### config.mk
export PLATFORM = sky130hd
export DESIGN_NAME = mst_top
export DESIGN_NICKNAME = d
export VERILOG_FILES = /design/src/logic/mst_pkg.sv /design/src/logic/mst_top.sv /design/src/logic/mst_spi.sv /design/src/logic/mst_acq.sv
export SDC_FILE = /design/constraint.sdc
export NUM_CORES = 1
export LEC_CHECK = 0
export BUFFER_PORTS_ARGS = -buffer_cell sky130_fd_sc_hd__clkbuf_2
export CAP_MARGIN = 20
export CELL_PAD_IN_SITES_DETAIL_PLACEMENT = 1
export CELL_PAD_IN_SITES_GLOBAL_PLACEMENT = 1
export CORE_MARGIN = 1.5
export CORE_UTILIZATION = 30
export CTS_CLUSTER_SIZE = 25
export DETAILED_ROUTE_END_ITERATION = 12
export PLACE_DENSITY_LB_ADDON = 0.1
export SLEW_MARGIN = 25
export SYNTH_ARGS = -nofsm -noshare
export SYNTH_HDL_FRONTEND = slang
export SYNTH_SLANG_ARGS = --single-unit
### constraint.sdc
create_clock -name sys_clk -period 2.63 [get_ports sys_clk]
set_input_delay 0.789 -clock sys_clk [delete_from_list [all_inputs] [get_ports sys_clk]]
set_output_delay 0.789 -clock sys_clk [all_outputs]
set_load 0.1 [all_outputs]
### src/logic/mst_pkg.sv
// constants and types for the magnetometer self-test access block
package mst_pkg;
  // ****************************************
  // register map
  // ****************************************
  localparam logic [5:0] ADDR_MEAS_CFG = 6'h00;
  localparam logic [5:0] ADDR_GAIN     = 6'h01;
  localparam logic [5:0] ADDR_MODE     = 6'h02;
  localparam logic [5:0] ADDR_X_HIGH   = 6'h03;
  localparam logic [5:0] ADDR_Y_LOW    = 6'h08;
  localparam logic [5:0] ADDR_STATUS   = 6'h09;
  localparam logic [7:0] MEAS_CFG_RST  = 8'h10;
  localparam logic [7:0] GAIN_RST      = 8'h20;
  localparam logic [7:0] MODE_RST      = 8'h01;
  // ****************************************
  // fields and encodings
  // ****************************************
  localparam int         CMD_READ_BIT  = 7;
  localparam int         CMD_INC_BIT   = 6;
  localparam int         GAIN_LSB      = 5;
  localparam int         STAT_RDY_BIT  = 0;
  localparam int         STAT_LOCK_BIT = 1;
  localparam logic [1:0] BIAS_NORMAL   = 2'h0;
  localparam logic [1:0] BIAS_POS      = 2'h1;
  localparam logic [1:0] BIAS_NEG      = 2'h2;
  localparam logic [1:0] MODE_CONT     = 2'h0;
  localparam logic [1:0] MODE_SINGLE   = 2'h1;
  localparam logic [1:0] MODE_IDLE     = 2'h3;
  localparam logic [5:0] ALL_READ      = 6'h3F;
  // ****************************************
  // timing
  // ****************************************
  localparam int CLK_HZ          = 40_000_000;
  localparam int MEAS_RATE_HZ    = 15;
  localparam int MEAS_PERIOD_CYC = CLK_HZ / MEAS_RATE_HZ;
  typedef enum logic [1:0] {ACQ_IDLE, ACQ_BASE, ACQ_BIAS} mst_acq_t;
endpackage

### src/logic/mst_top.sv
// magnetometer register file, measurement timing and serial access
`timescale 1ns/100ps
module mst_top
  import mst_pkg::*;
#(
  parameter int MEAS_PERIOD = mst_pkg::MEAS_PERIOD_CYC
)(
  // clock and reset
  input  wire logic               sys_clk,
  input  wire logic               rst,
  // serial pins
  input  wire logic               spiCsN,
  input  wire logic               spiSck,
  input  wire logic               spiSdi,
  output logic                    spiSdo,
  output logic                    spiSdoOeN,
  // analog front end
  output logic                    adcReq,
  output logic                    strapSet,
  output logic                    offsetStrapEn,
  output logic                    offsetStrapNeg,
  output logic [2:0]              gainSel,
  input  wire logic               adcDone,
  input  wire logic signed [15:0] adcX,
  input  wire logic signed [15:0] adcY,
  input  wire logic signed [15:0] adcZ,
  // data ready indication
  output logic                    data_ready_pin
);
  // ****************************************
  // helpers
  // ****************************************
  function automatic logic isData(input logic [5:0] a);
    isData = (a >= ADDR_X_HIGH) && (a <= ADDR_Y_LOW);
  endfunction

  function automatic logic [2:0] dataIndex(input logic [5:0] a);
    logic [5:0] d;
    d         = a - ADDR_X_HIGH;
    dataIndex = d[2:0];
  endfunction

  // ****************************************
  // serial port
  // ****************************************
  logic [5:0] regAddr, accessAddr;
  logic [7:0] rdData, wrData;
  logic       wrStrobe, rdStrobe;

  mst_spi u_spi (
    .sys_clk    (sys_clk),
    .rst        (rst),
    .spiCsN     (spiCsN),
    .spiSck     (spiSck),
    .spiSdi     (spiSdi),
    .spiSdo     (spiSdo),
    .spiSdoOeN  (spiSdoOeN),
    .regAddr    (regAddr),
    .rdData     (rdData),
    .accessAddr (accessAddr),
    .wrStrobe   (wrStrobe),
    .wrData     (wrData),
    .rdStrobe   (rdStrobe)
  );

  // ****************************************
  // acquisition
  // ****************************************
  logic               startMeas, acqBusy, resValid;
  logic signed [15:0] resX, resY, resZ;
  logic [7:0]         measCfg;

  mst_acq u_acq (
    .sys_clk        (sys_clk),
    .rst            (rst),
    .start          (startMeas),
    .bias           (measCfg[1:0]),
    .busy           (acqBusy),
    .adcReq         (adcReq),
    .strapSet       (strapSet),
    .offsetStrapEn  (offsetStrapEn),
    .offsetStrapNeg (offsetStrapNeg),
    .adcDone        (adcDone),
    .adcX           (adcX),
    .adcY           (adcY),
    .adcZ           (adcZ),
    .resValid       (resValid),
    .resX           (resX),
    .resY           (resY),
    .resZ           (resZ)
  );

  // ****************************************
  // registers
  // ****************************************
  logic [7:0]  gainCfg, modeReg;
  logic [7:0]  next_measCfg, next_gainCfg, next_modeReg;
  logic [15:0] dataX, dataY, dataZ;
  logic [15:0] next_dataX, next_dataY, next_dataZ;
  logic [5:0]  readMask, next_readMask;
  logic        dataReady, next_dataReady;
  logic        singlePend, next_singlePend;
  logic [2:0]  next_gainSel, gainPend, next_gainPend;
  logic [31:0] timer, next_timer;
  logic        locked, periodDone;

  // a half-read set stays frozen so the host never mixes two sets
  assign locked     = (readMask != ALL_READ);
  assign periodDone = (timer == 32'h0000_0000);
  assign startMeas  = !acqBusy &&
                      (singlePend ||
                       (modeReg[1:0] == MODE_CONT && periodDone));

  always_comb begin
    rdData = 8'h00;
    unique case (regAddr)
      ADDR_MEAS_CFG: rdData = measCfg;
      ADDR_GAIN:     rdData = gainCfg;
      ADDR_MODE:     rdData = modeReg;
      6'h03:         rdData = dataX[15:8];
      6'h04:         rdData = dataX[7:0];
      6'h05:         rdData = dataZ[15:8];
      6'h06:         rdData = dataZ[7:0];
      6'h07:         rdData = dataY[15:8];
      ADDR_Y_LOW:    rdData = dataY[7:0];
      ADDR_STATUS: begin
        rdData[STAT_RDY_BIT]  = dataReady;
        rdData[STAT_LOCK_BIT] = locked;
      end
      default:       rdData = 8'h00;
    endcase
  end

  always_comb begin
    next_measCfg    = measCfg;
    next_gainCfg    = gainCfg;
    next_modeReg    = modeReg;
    next_dataX      = dataX;
    next_dataY      = dataY;
    next_dataZ      = dataZ;
    next_readMask   = readMask;
    next_dataReady  = dataReady;
    next_singlePend = singlePend && !startMeas;
    next_gainSel    = gainSel;
    next_gainPend   = gainPend;
    next_timer      = periodDone ? 32'(MEAS_PERIOD - 1) : timer - 32'h1;
    if (startMeas) begin
      // front end runs one start behind the register, so the first
      // set after a gain write still carries the old gain
      next_gainSel  = gainPend;
      next_gainPend = gainCfg[GAIN_LSB +: 3];
      if (modeReg[1:0] == MODE_SINGLE)
        next_modeReg = {modeReg[7:2], MODE_IDLE};
    end
    if (wrStrobe) begin
      unique case (accessAddr)
        ADDR_MEAS_CFG: next_measCfg = wrData;
        ADDR_GAIN:     next_gainCfg = wrData;
        ADDR_MODE: begin
          next_modeReg = wrData;
          next_singlePend = (wrData[1:0] == MODE_SINGLE);
        end
        default: ;
      endcase
    end
    if (rdStrobe && isData(accessAddr)) begin
      next_readMask[dataIndex(accessAddr)] = 1'b1;
      next_dataReady = 1'b0;
    end
    // a new set wins over a read that clears ready in the same cycle
    if (resValid && !locked) begin
      next_dataX     = resX;
      next_dataY     = resY;
      next_dataZ     = resZ;
      next_readMask  = 6'h00;
      next_dataReady = 1'b1;
    end
  end

  always_ff @(posedge sys_clk) begin
    if (rst) begin
      measCfg    <= MEAS_CFG_RST;
      gainCfg    <= GAIN_RST;
      modeReg    <= MODE_RST;
      dataX      <= 16'h0000;
      dataY      <= 16'h0000;
      dataZ      <= 16'h0000;
      readMask   <= ALL_READ;
      dataReady  <= 1'b0;
      singlePend <= 1'b0;
      gainSel    <= GAIN_RST[GAIN_LSB +: 3];
      gainPend   <= GAIN_RST[GAIN_LSB +: 3];
      timer      <= 32'h0000_0000;
    end else begin
      measCfg    <= next_measCfg;
      gainCfg    <= next_gainCfg;
      modeReg    <= next_modeReg;
      dataX      <= next_dataX;
      dataY      <= next_dataY;
      dataZ      <= next_dataZ;
      readMask   <= next_readMask;
      dataReady  <= next_dataReady;
      singlePend <= next_singlePend;
      gainSel    <= next_gainSel;
      gainPend   <= next_gainPend;
      timer      <= next_timer;
    end
  end

  assign data_ready_pin = dataReady;
endmodule

### src/logic/mst_spi.sv
// serial port slave: command byte, address pointer, byte strobes
`timescale 1ns/100ps
module mst_spi
  import mst_pkg::*;
(
  // clock and reset
  input  wire logic       sys_clk,
  input  wire logic       rst,
  // serial pins
  input  wire logic       spiCsN,
  input  wire logic       spiSck,
  input  wire logic       spiSdi,
  output logic            spiSdo,
  output logic            spiSdoOeN,
  // register side
  output logic [5:0]      regAddr,
  input  wire logic [7:0] rdData,
  output logic [5:0]      accessAddr,
  output logic            wrStrobe,
  output logic [7:0]      wrData,
  output logic            rdStrobe
);
  // ****************************************
  // pin synchronisers
  // ****************************************
  logic [1:0] csSync, sckSync, sdiSync;
  logic       sckPrev;
  always_ff @(posedge sys_clk) begin
    if (rst) begin
      csSync  <= 2'h3;
      sckSync <= 2'h3;
      sdiSync <= 2'h0;
      sckPrev <= 1'b1;
    end else begin
      csSync  <= {csSync[0], spiCsN};
      sckSync <= {sckSync[0], spiSck};
      sdiSync <= {sdiSync[0], spiSdi};
      sckPrev <= sckSync[1];
    end
  end
  wire active = !csSync[1];
  wire rise   = active && sckSync[1] && !sckPrev;
  wire fall   = active && !sckSync[1] && sckPrev;
  // ****************************************
  // frame engine
  // ****************************************
  logic [2:0] bitCnt, next_bitCnt;
  logic [7:0] rxShift, next_rxShift, txShift, next_txShift;
  logic       cmdDone, next_cmdDone, isRead, next_isRead;
  logic       autoInc, next_autoInc, driving, next_driving;
  logic [5:0] next_regAddr, next_accessAddr;
  logic       next_wrStrobe, next_rdStrobe;
  logic [7:0] next_wrData;
  logic [7:0] rxByte;
  always_comb begin
    rxByte          = {rxShift[6:0], sdiSync[1]};
    next_bitCnt     = bitCnt;
    next_rxShift    = rxShift;
    next_txShift    = txShift;
    next_cmdDone    = cmdDone;
    next_isRead     = isRead;
    next_autoInc    = autoInc;
    next_driving    = driving;
    next_regAddr    = regAddr;
    next_accessAddr = accessAddr;
    next_wrStrobe   = 1'b0;
    next_rdStrobe   = 1'b0;
    next_wrData     = wrData;
    if (!active) begin
      next_bitCnt  = 3'h0;
      next_cmdDone = 1'b0;
      next_driving = 1'b0;
    end else if (rise) begin
      next_rxShift = rxByte;
      next_bitCnt  = bitCnt + 3'h1;
      if (bitCnt == 3'h7) begin
        if (!cmdDone) begin
          next_cmdDone = 1'b1;
          next_isRead  = rxByte[CMD_READ_BIT];
          next_autoInc = rxByte[CMD_INC_BIT];
          next_regAddr = rxByte[5:0];
        end else if (!isRead) begin
          next_wrStrobe   = 1'b1;
          next_wrData     = rxByte;
          next_accessAddr = regAddr;
          if (autoInc)
            next_regAddr = regAddr + 6'h01;
        end
      end
    end else if (fall && cmdDone && isRead) begin
      // a byte is fetched at its first falling edge, then shifted out
      if (bitCnt == 3'h0) begin
        next_txShift    = rdData;
        next_rdStrobe   = 1'b1;
        next_accessAddr = regAddr;
        next_driving    = 1'b1;
        if (autoInc)
          next_regAddr = regAddr + 6'h01;
      end else begin
        next_txShift = {txShift[6:0], 1'b0};
      end
    end
  end
  always_ff @(posedge sys_clk) begin
    if (rst) begin
      bitCnt     <= 3'h0;
      rxShift    <= 8'h00;
      txShift    <= 8'h00;
      cmdDone    <= 1'b0;
      isRead     <= 1'b0;
      autoInc    <= 1'b0;
      driving    <= 1'b0;
      regAddr    <= 6'h00;
      accessAddr <= 6'h00;
      wrStrobe   <= 1'b0;
      rdStrobe   <= 1'b0;
      wrData     <= 8'h00;
    end else begin
      bitCnt     <= next_bitCnt;
      rxShift    <= next_rxShift;
      txShift    <= next_txShift;
      cmdDone    <= next_cmdDone;
      isRead     <= next_isRead;
      autoInc    <= next_autoInc;
      driving    <= next_driving;
      regAddr    <= next_regAddr;
      accessAddr <= next_accessAddr;
      wrStrobe   <= next_wrStrobe;
      rdStrobe   <= next_rdStrobe;
      wrData     <= next_wrData;
    end
  end
  assign spiSdo    = txShift[7];
  assign spiSdoOeN = !driving;
endmodule

### src/logic/mst_acq.sv
// acquisition sequencer: plain or paired self-test acquisitions
`timescale 1ns/100ps
module mst_acq
  import mst_pkg::*;
(
  // clock and reset
  input  wire logic               sys_clk,
  input  wire logic               rst,
  // control
  input  wire logic               start,
  input  wire logic [1:0]         bias,
  output logic                    busy,
  // front end
  output logic                    adcReq,
  output logic                    strapSet,
  output logic                    offsetStrapEn,
  output logic                    offsetStrapNeg,
  input  wire logic               adcDone,
  input  wire logic signed [15:0] adcX,
  input  wire logic signed [15:0] adcY,
  input  wire logic signed [15:0] adcZ,
  // result
  output logic                    resValid,
  output logic signed [15:0]      resX,
  output logic signed [15:0]      resY,
  output logic signed [15:0]      resZ
);
  mst_acq_t          state, next_state;
  logic              selfTest, next_selfTest, next_neg;
  logic              next_adcReq, next_strapSet, next_resValid;
  logic signed [15:0] baseX, baseY, baseZ;
  logic signed [15:0] next_baseX, next_baseY, next_baseZ;
  logic signed [15:0] next_resX, next_resY, next_resZ;
  always_comb begin
    next_state    = state;
    next_selfTest = selfTest;
    next_neg      = offsetStrapNeg;
    next_adcReq   = 1'b0;
    next_strapSet = 1'b0;
    next_resValid = 1'b0;
    next_baseX    = baseX;
    next_baseY    = baseY;
    next_baseZ    = baseZ;
    next_resX     = resX;
    next_resY     = resY;
    next_resZ     = resZ;
    unique case (state)
      ACQ_IDLE: if (start) begin
        // bias 11 is not a test code, so it measures plainly
        next_selfTest = (bias == BIAS_POS) || (bias == BIAS_NEG);
        next_neg      = (bias == BIAS_NEG);
        next_strapSet = next_selfTest;
        next_adcReq   = 1'b1;
        next_state    = ACQ_BASE;
      end
      ACQ_BASE: if (adcDone) begin
        if (selfTest) begin
          next_baseX  = adcX;
          next_baseY  = adcY;
          next_baseZ  = adcZ;
          next_adcReq = 1'b1;
          next_state  = ACQ_BIAS;
        end else begin
          next_resX     = adcX;
          next_resY     = adcY;
          next_resZ     = adcZ;
          next_resValid = 1'b1;
          next_state    = ACQ_IDLE;
        end
      end
      ACQ_BIAS: if (adcDone) begin
        next_resX     = adcX - baseX;
        next_resY     = adcY - baseY;
        next_resZ     = adcZ - baseZ;
        next_resValid = 1'b1;
        next_state    = ACQ_IDLE;
      end
    endcase
  end
  always_ff @(posedge sys_clk) begin
    if (rst) begin
      state          <= ACQ_IDLE;
      selfTest       <= 1'b0;
      offsetStrapNeg <= 1'b0;
      adcReq         <= 1'b0;
      strapSet       <= 1'b0;
      resValid       <= 1'b0;
      baseX          <= 16'sh0000;
      baseY          <= 16'sh0000;
      baseZ          <= 16'sh0000;
      resX           <= 16'sh0000;
      resY           <= 16'sh0000;
      resZ           <= 16'sh0000;
    end else begin
      state          <= next_state;
      selfTest       <= next_selfTest;
      offsetStrapNeg <= next_neg;
      adcReq         <= next_adcReq;
      strapSet       <= next_strapSet;
      resValid       <= next_resValid;
      baseX          <= next_baseX;
      baseY          <= next_baseY;
      baseZ          <= next_baseZ;
      resX           <= next_resX;
      resY           <= next_resY;
      resZ           <= next_resZ;
    end
  end
  // strap current flows only during the second acquisition
  assign offsetStrapEn = (state == ACQ_BIAS);
  assign busy          = (state != ACQ_IDLE);
endmodule

==> reports/qor.yml <==
status: "finished clean"
ir_drop_v: 0.000411
syn_nets: 1817
cpLargestDelayFamily: "simple AND/OR/NAND/NOR gates"
maxSlewHeadroom_pct: 39.6
pwr-share-seq_pct: 38.5
start_util_pct: 30.3
synth_edf_count: 0
port_buffers: 63
fin_crit_ns: 2.57
syn-cell-area_um2: 13400
h-tree-depth: 2
vias: 12200
cts_num_sinks: 272
hold_depth: 1
p_sw_mw: 3.21
rr_worst_depth: 8
gp_congestion: 0.805
place_hpwl_mm: 30.6
totalWireLength_mm: 42.4
dpl-instance-area_um2: 15100
min_to: "u_spi.sckSync[1]"
hold_path.class: "reg -> reg"
crit_slowest_cell: "or4_4"
rrSetupSlack_ns: 0.06
grt_max_degree: 94
nets: 1951
routedWlPerCell_um: 17.3
async_flop_share_pct: 0
r2r_end: "u_acq.strapSet"
worst-path-buf-inv: 2
hp-start: "u_spi.sckSync[0]"
finClkSkew_ns: 0.0214
setup_viol: 0
path_class: "reg -> reg"
antenna_found_initial: 0
path_common_cell: "or4_4"
io_pins: 64
cp_slowest_stage_delay_ns: 0.52
grt_pass1_vias: 12300
clk_latency_ns: 0.55
cts_buffers: 37
root_buffer: "clkbuf_16"
yosys.area.top_type: "dfxtp_1"
yosys-top-cells-area: "dfxtp_1 (41%), nand2_1 (9.4%), a21oi_1 (8.3%)"
dr.pass1.iters: 5
intPower_mw: 8.69
rows: 77
die_h_um: 214
overflow: 0
postSynthCellCount: 1698
critPathMaxFanout: 5
yosys-top-cells-count: "nand2_1 (336), dfxtp_1 (272), a21oi_1 (222)"
synth-seq-cells: 272
cp-start-kind: "flop"
cp.arrival_ns: 3.07
route.detailed.drc: 0
combPwrFrac_pct: 17.4
p_leak_nw: 6.06
clkTransAtPathRegs_ns: 0.06
fin_area_um2: 16500
fin_crit_sh_pct: 97.8
ys_seq_area_share_pct: 40.7
cp.required_ns: 3.12
hold_viol: 0
yosysTopAreaCellShare_pct: 40.7
reg2reg_from: "timer[9]"
cellPowerDensity_nw_per_um2: 721
crit_path_cell_trace: "or4_4 -> or4_4 -> or4_4 -> nor3_4 -> buf_4 -> o21ai_4 -> nor3_2 -> buf_4"
syn_avg_cell_area_um2: 7.88
grt_util_all_layers_pct: 18.2
maxCapViolCount: 0
switching_share_pct: 27.0
tightest_slew_ns: 0.894
max_freq_mhz: 389
area_growth_pct: 23.5
hold_buffers: 0
synth_top_flop_cell: "dfxtp_1"
grt_pass1_wl_mm: 67.8
insertedDiodeCount: 0
drive_gt1_share_pct: 15.4
setup.worst_path.start: "timer[9]"
worst_slack_ns: 0.0585
preCtsSetupSlack_ns: -0.336
core_area_um2: 44100
routed_via_density: 4.98
synth_most_common_cell: "nand2_1"
cts_tree: "yes"
drv_slew: 0
die_x_um: 214
end_kind: "flop"
synth-warning-count: 0
ys_types: 72
p_total_mw: 11.9
drt-initial-drc-count: 590
max-clock-path-buffers: 3
die_area_um2: 45900
p_clk_share_pct: 44.1
postRouteAntennaNets: 0
-- power by group through the flow --
stage	clock network (mW)	logic, mW	registers [mW]
2_1_floorplan	0	1.32	4.62
3_3_place_gp	0	2.02	4.65
3_5_place_dp	0	2.04	4.66
4_1_cts	5.42	2.06	4.58
5_1_grt	5.56	2.34	4.62
6_report	5.25	2.07	4.58
-- repair_timing --
item,4_1_cts,5_1_grt
resized for setup,2,9
setup endpoints to repair,4,16
buffers inserted,1,3
pin swaps,3,1
gates cloned,0,1
hold endpoints to repair,0,0
-- routing by layer --
metal / track usage (%) / wire [µm] / vias to the layer above / part of all wire [%]
li1: - / - / 6171 / -
met1: 25.2 / 21200 / 5876 / 50
met2: 29.9 / 19400 / 121 / 46
met3: 2.33 / 1110 / 37 / 2.6
met4: 4.69 / 633 / 0 / 1.5
met5: 0 / 0 / - / 0
-- layout by cell type (no fill, tap or decap), types with 10 or more instances in the layout --
cell type and instances:
nand2_1 336, dfxtp_1 271, a21oi_1 222, nor2_1 123
buf_4 121, inv_1 72, o21ai_0 70, ha_1 61
clkbuf_2 61, nand3_1 47, clkbuf_16 39, mux2i_1 36
xnor2_1 34, nor3_1 27, a211oi_1 27, xor2_1 19
nand2b_1 17, a31oi_1 17, a22oi_1 17, nor2b_1 15
o211ai_1 14, and3_1 13, a21o_1 13, or3_1 11
o21a_1 11, clkbuf_1 10
-- logic make-up (layout without fill, tap and decap cells) --
family	Yosys count	count (layout)	share of synthesized area [%]
XOR/XNOR	53	53	3.47
buffers and inverters	170	331	4.82
AND/OR/NAND/NOR	647	647	21.5
adder cells (fa/ha/maj)	65	65	6.25
AO/OA/AOI/OAI	453	454	20.4
multiplexers	38	38	2.86
flip-flops	272	272	40.7
-- worst max path at each step --
stage,end,slack [ns],cells after the start
3_3_place_gp,u_acq.resX[14],-0.33,11
5_1_grt,u_acq.strapSet,-0.003,8
2_1_floorplan,u_acq.resX[14],-0.08,10
3_5_place_dp,u_acq.resX[14],-0.34,11
6_report,u_acq.strapSet,0.06,8
4_1_cts,u_acq.strapSet,0.004,7
-- sequential cells by signal, indices dropped and copies added, names as in the netlist, 16 cells and up --
name and count:
u_acq.baseX 16, u_acq.baseZ 16, u_acq.resY 16, dataY 16, u_acq.resZ 16, timer 32
dataX 16, dataZ 16, u_acq.baseY 16, u_acq.resX 16
-- cell type report --
| class | count | area (µm²) |
|---|---|---|
| Fill cell | 5383 | 27600 |
| Multi-Input combinational cell | 1257 | 7370 |
| Sequential cell | 272 | 5450 |
| Timing Repair Buffer | 192 | 1410 |
| Clock buffer | 57 | 1120 |
| Tap cell | 592 | 741 |
| Inverter | 72 | 270 |
| Clock inverter | 10 | 154 |
-- stage by stage --
step                      utilization, %  TNS [ns]  instances  hold slack (ns)
after floorplan                        -   -0.0836       1698            0.389
after global placement              34.3     -2.61       2380            0.408
after detailed placement            34.3     -3.68       2380            0.409
after CTS                           37.2         0       2448            0.418
after global routing                37.4  -0.00554       2452            0.437
final                               37.4         0       2452            0.413
(Power assumes the default switching activity.)
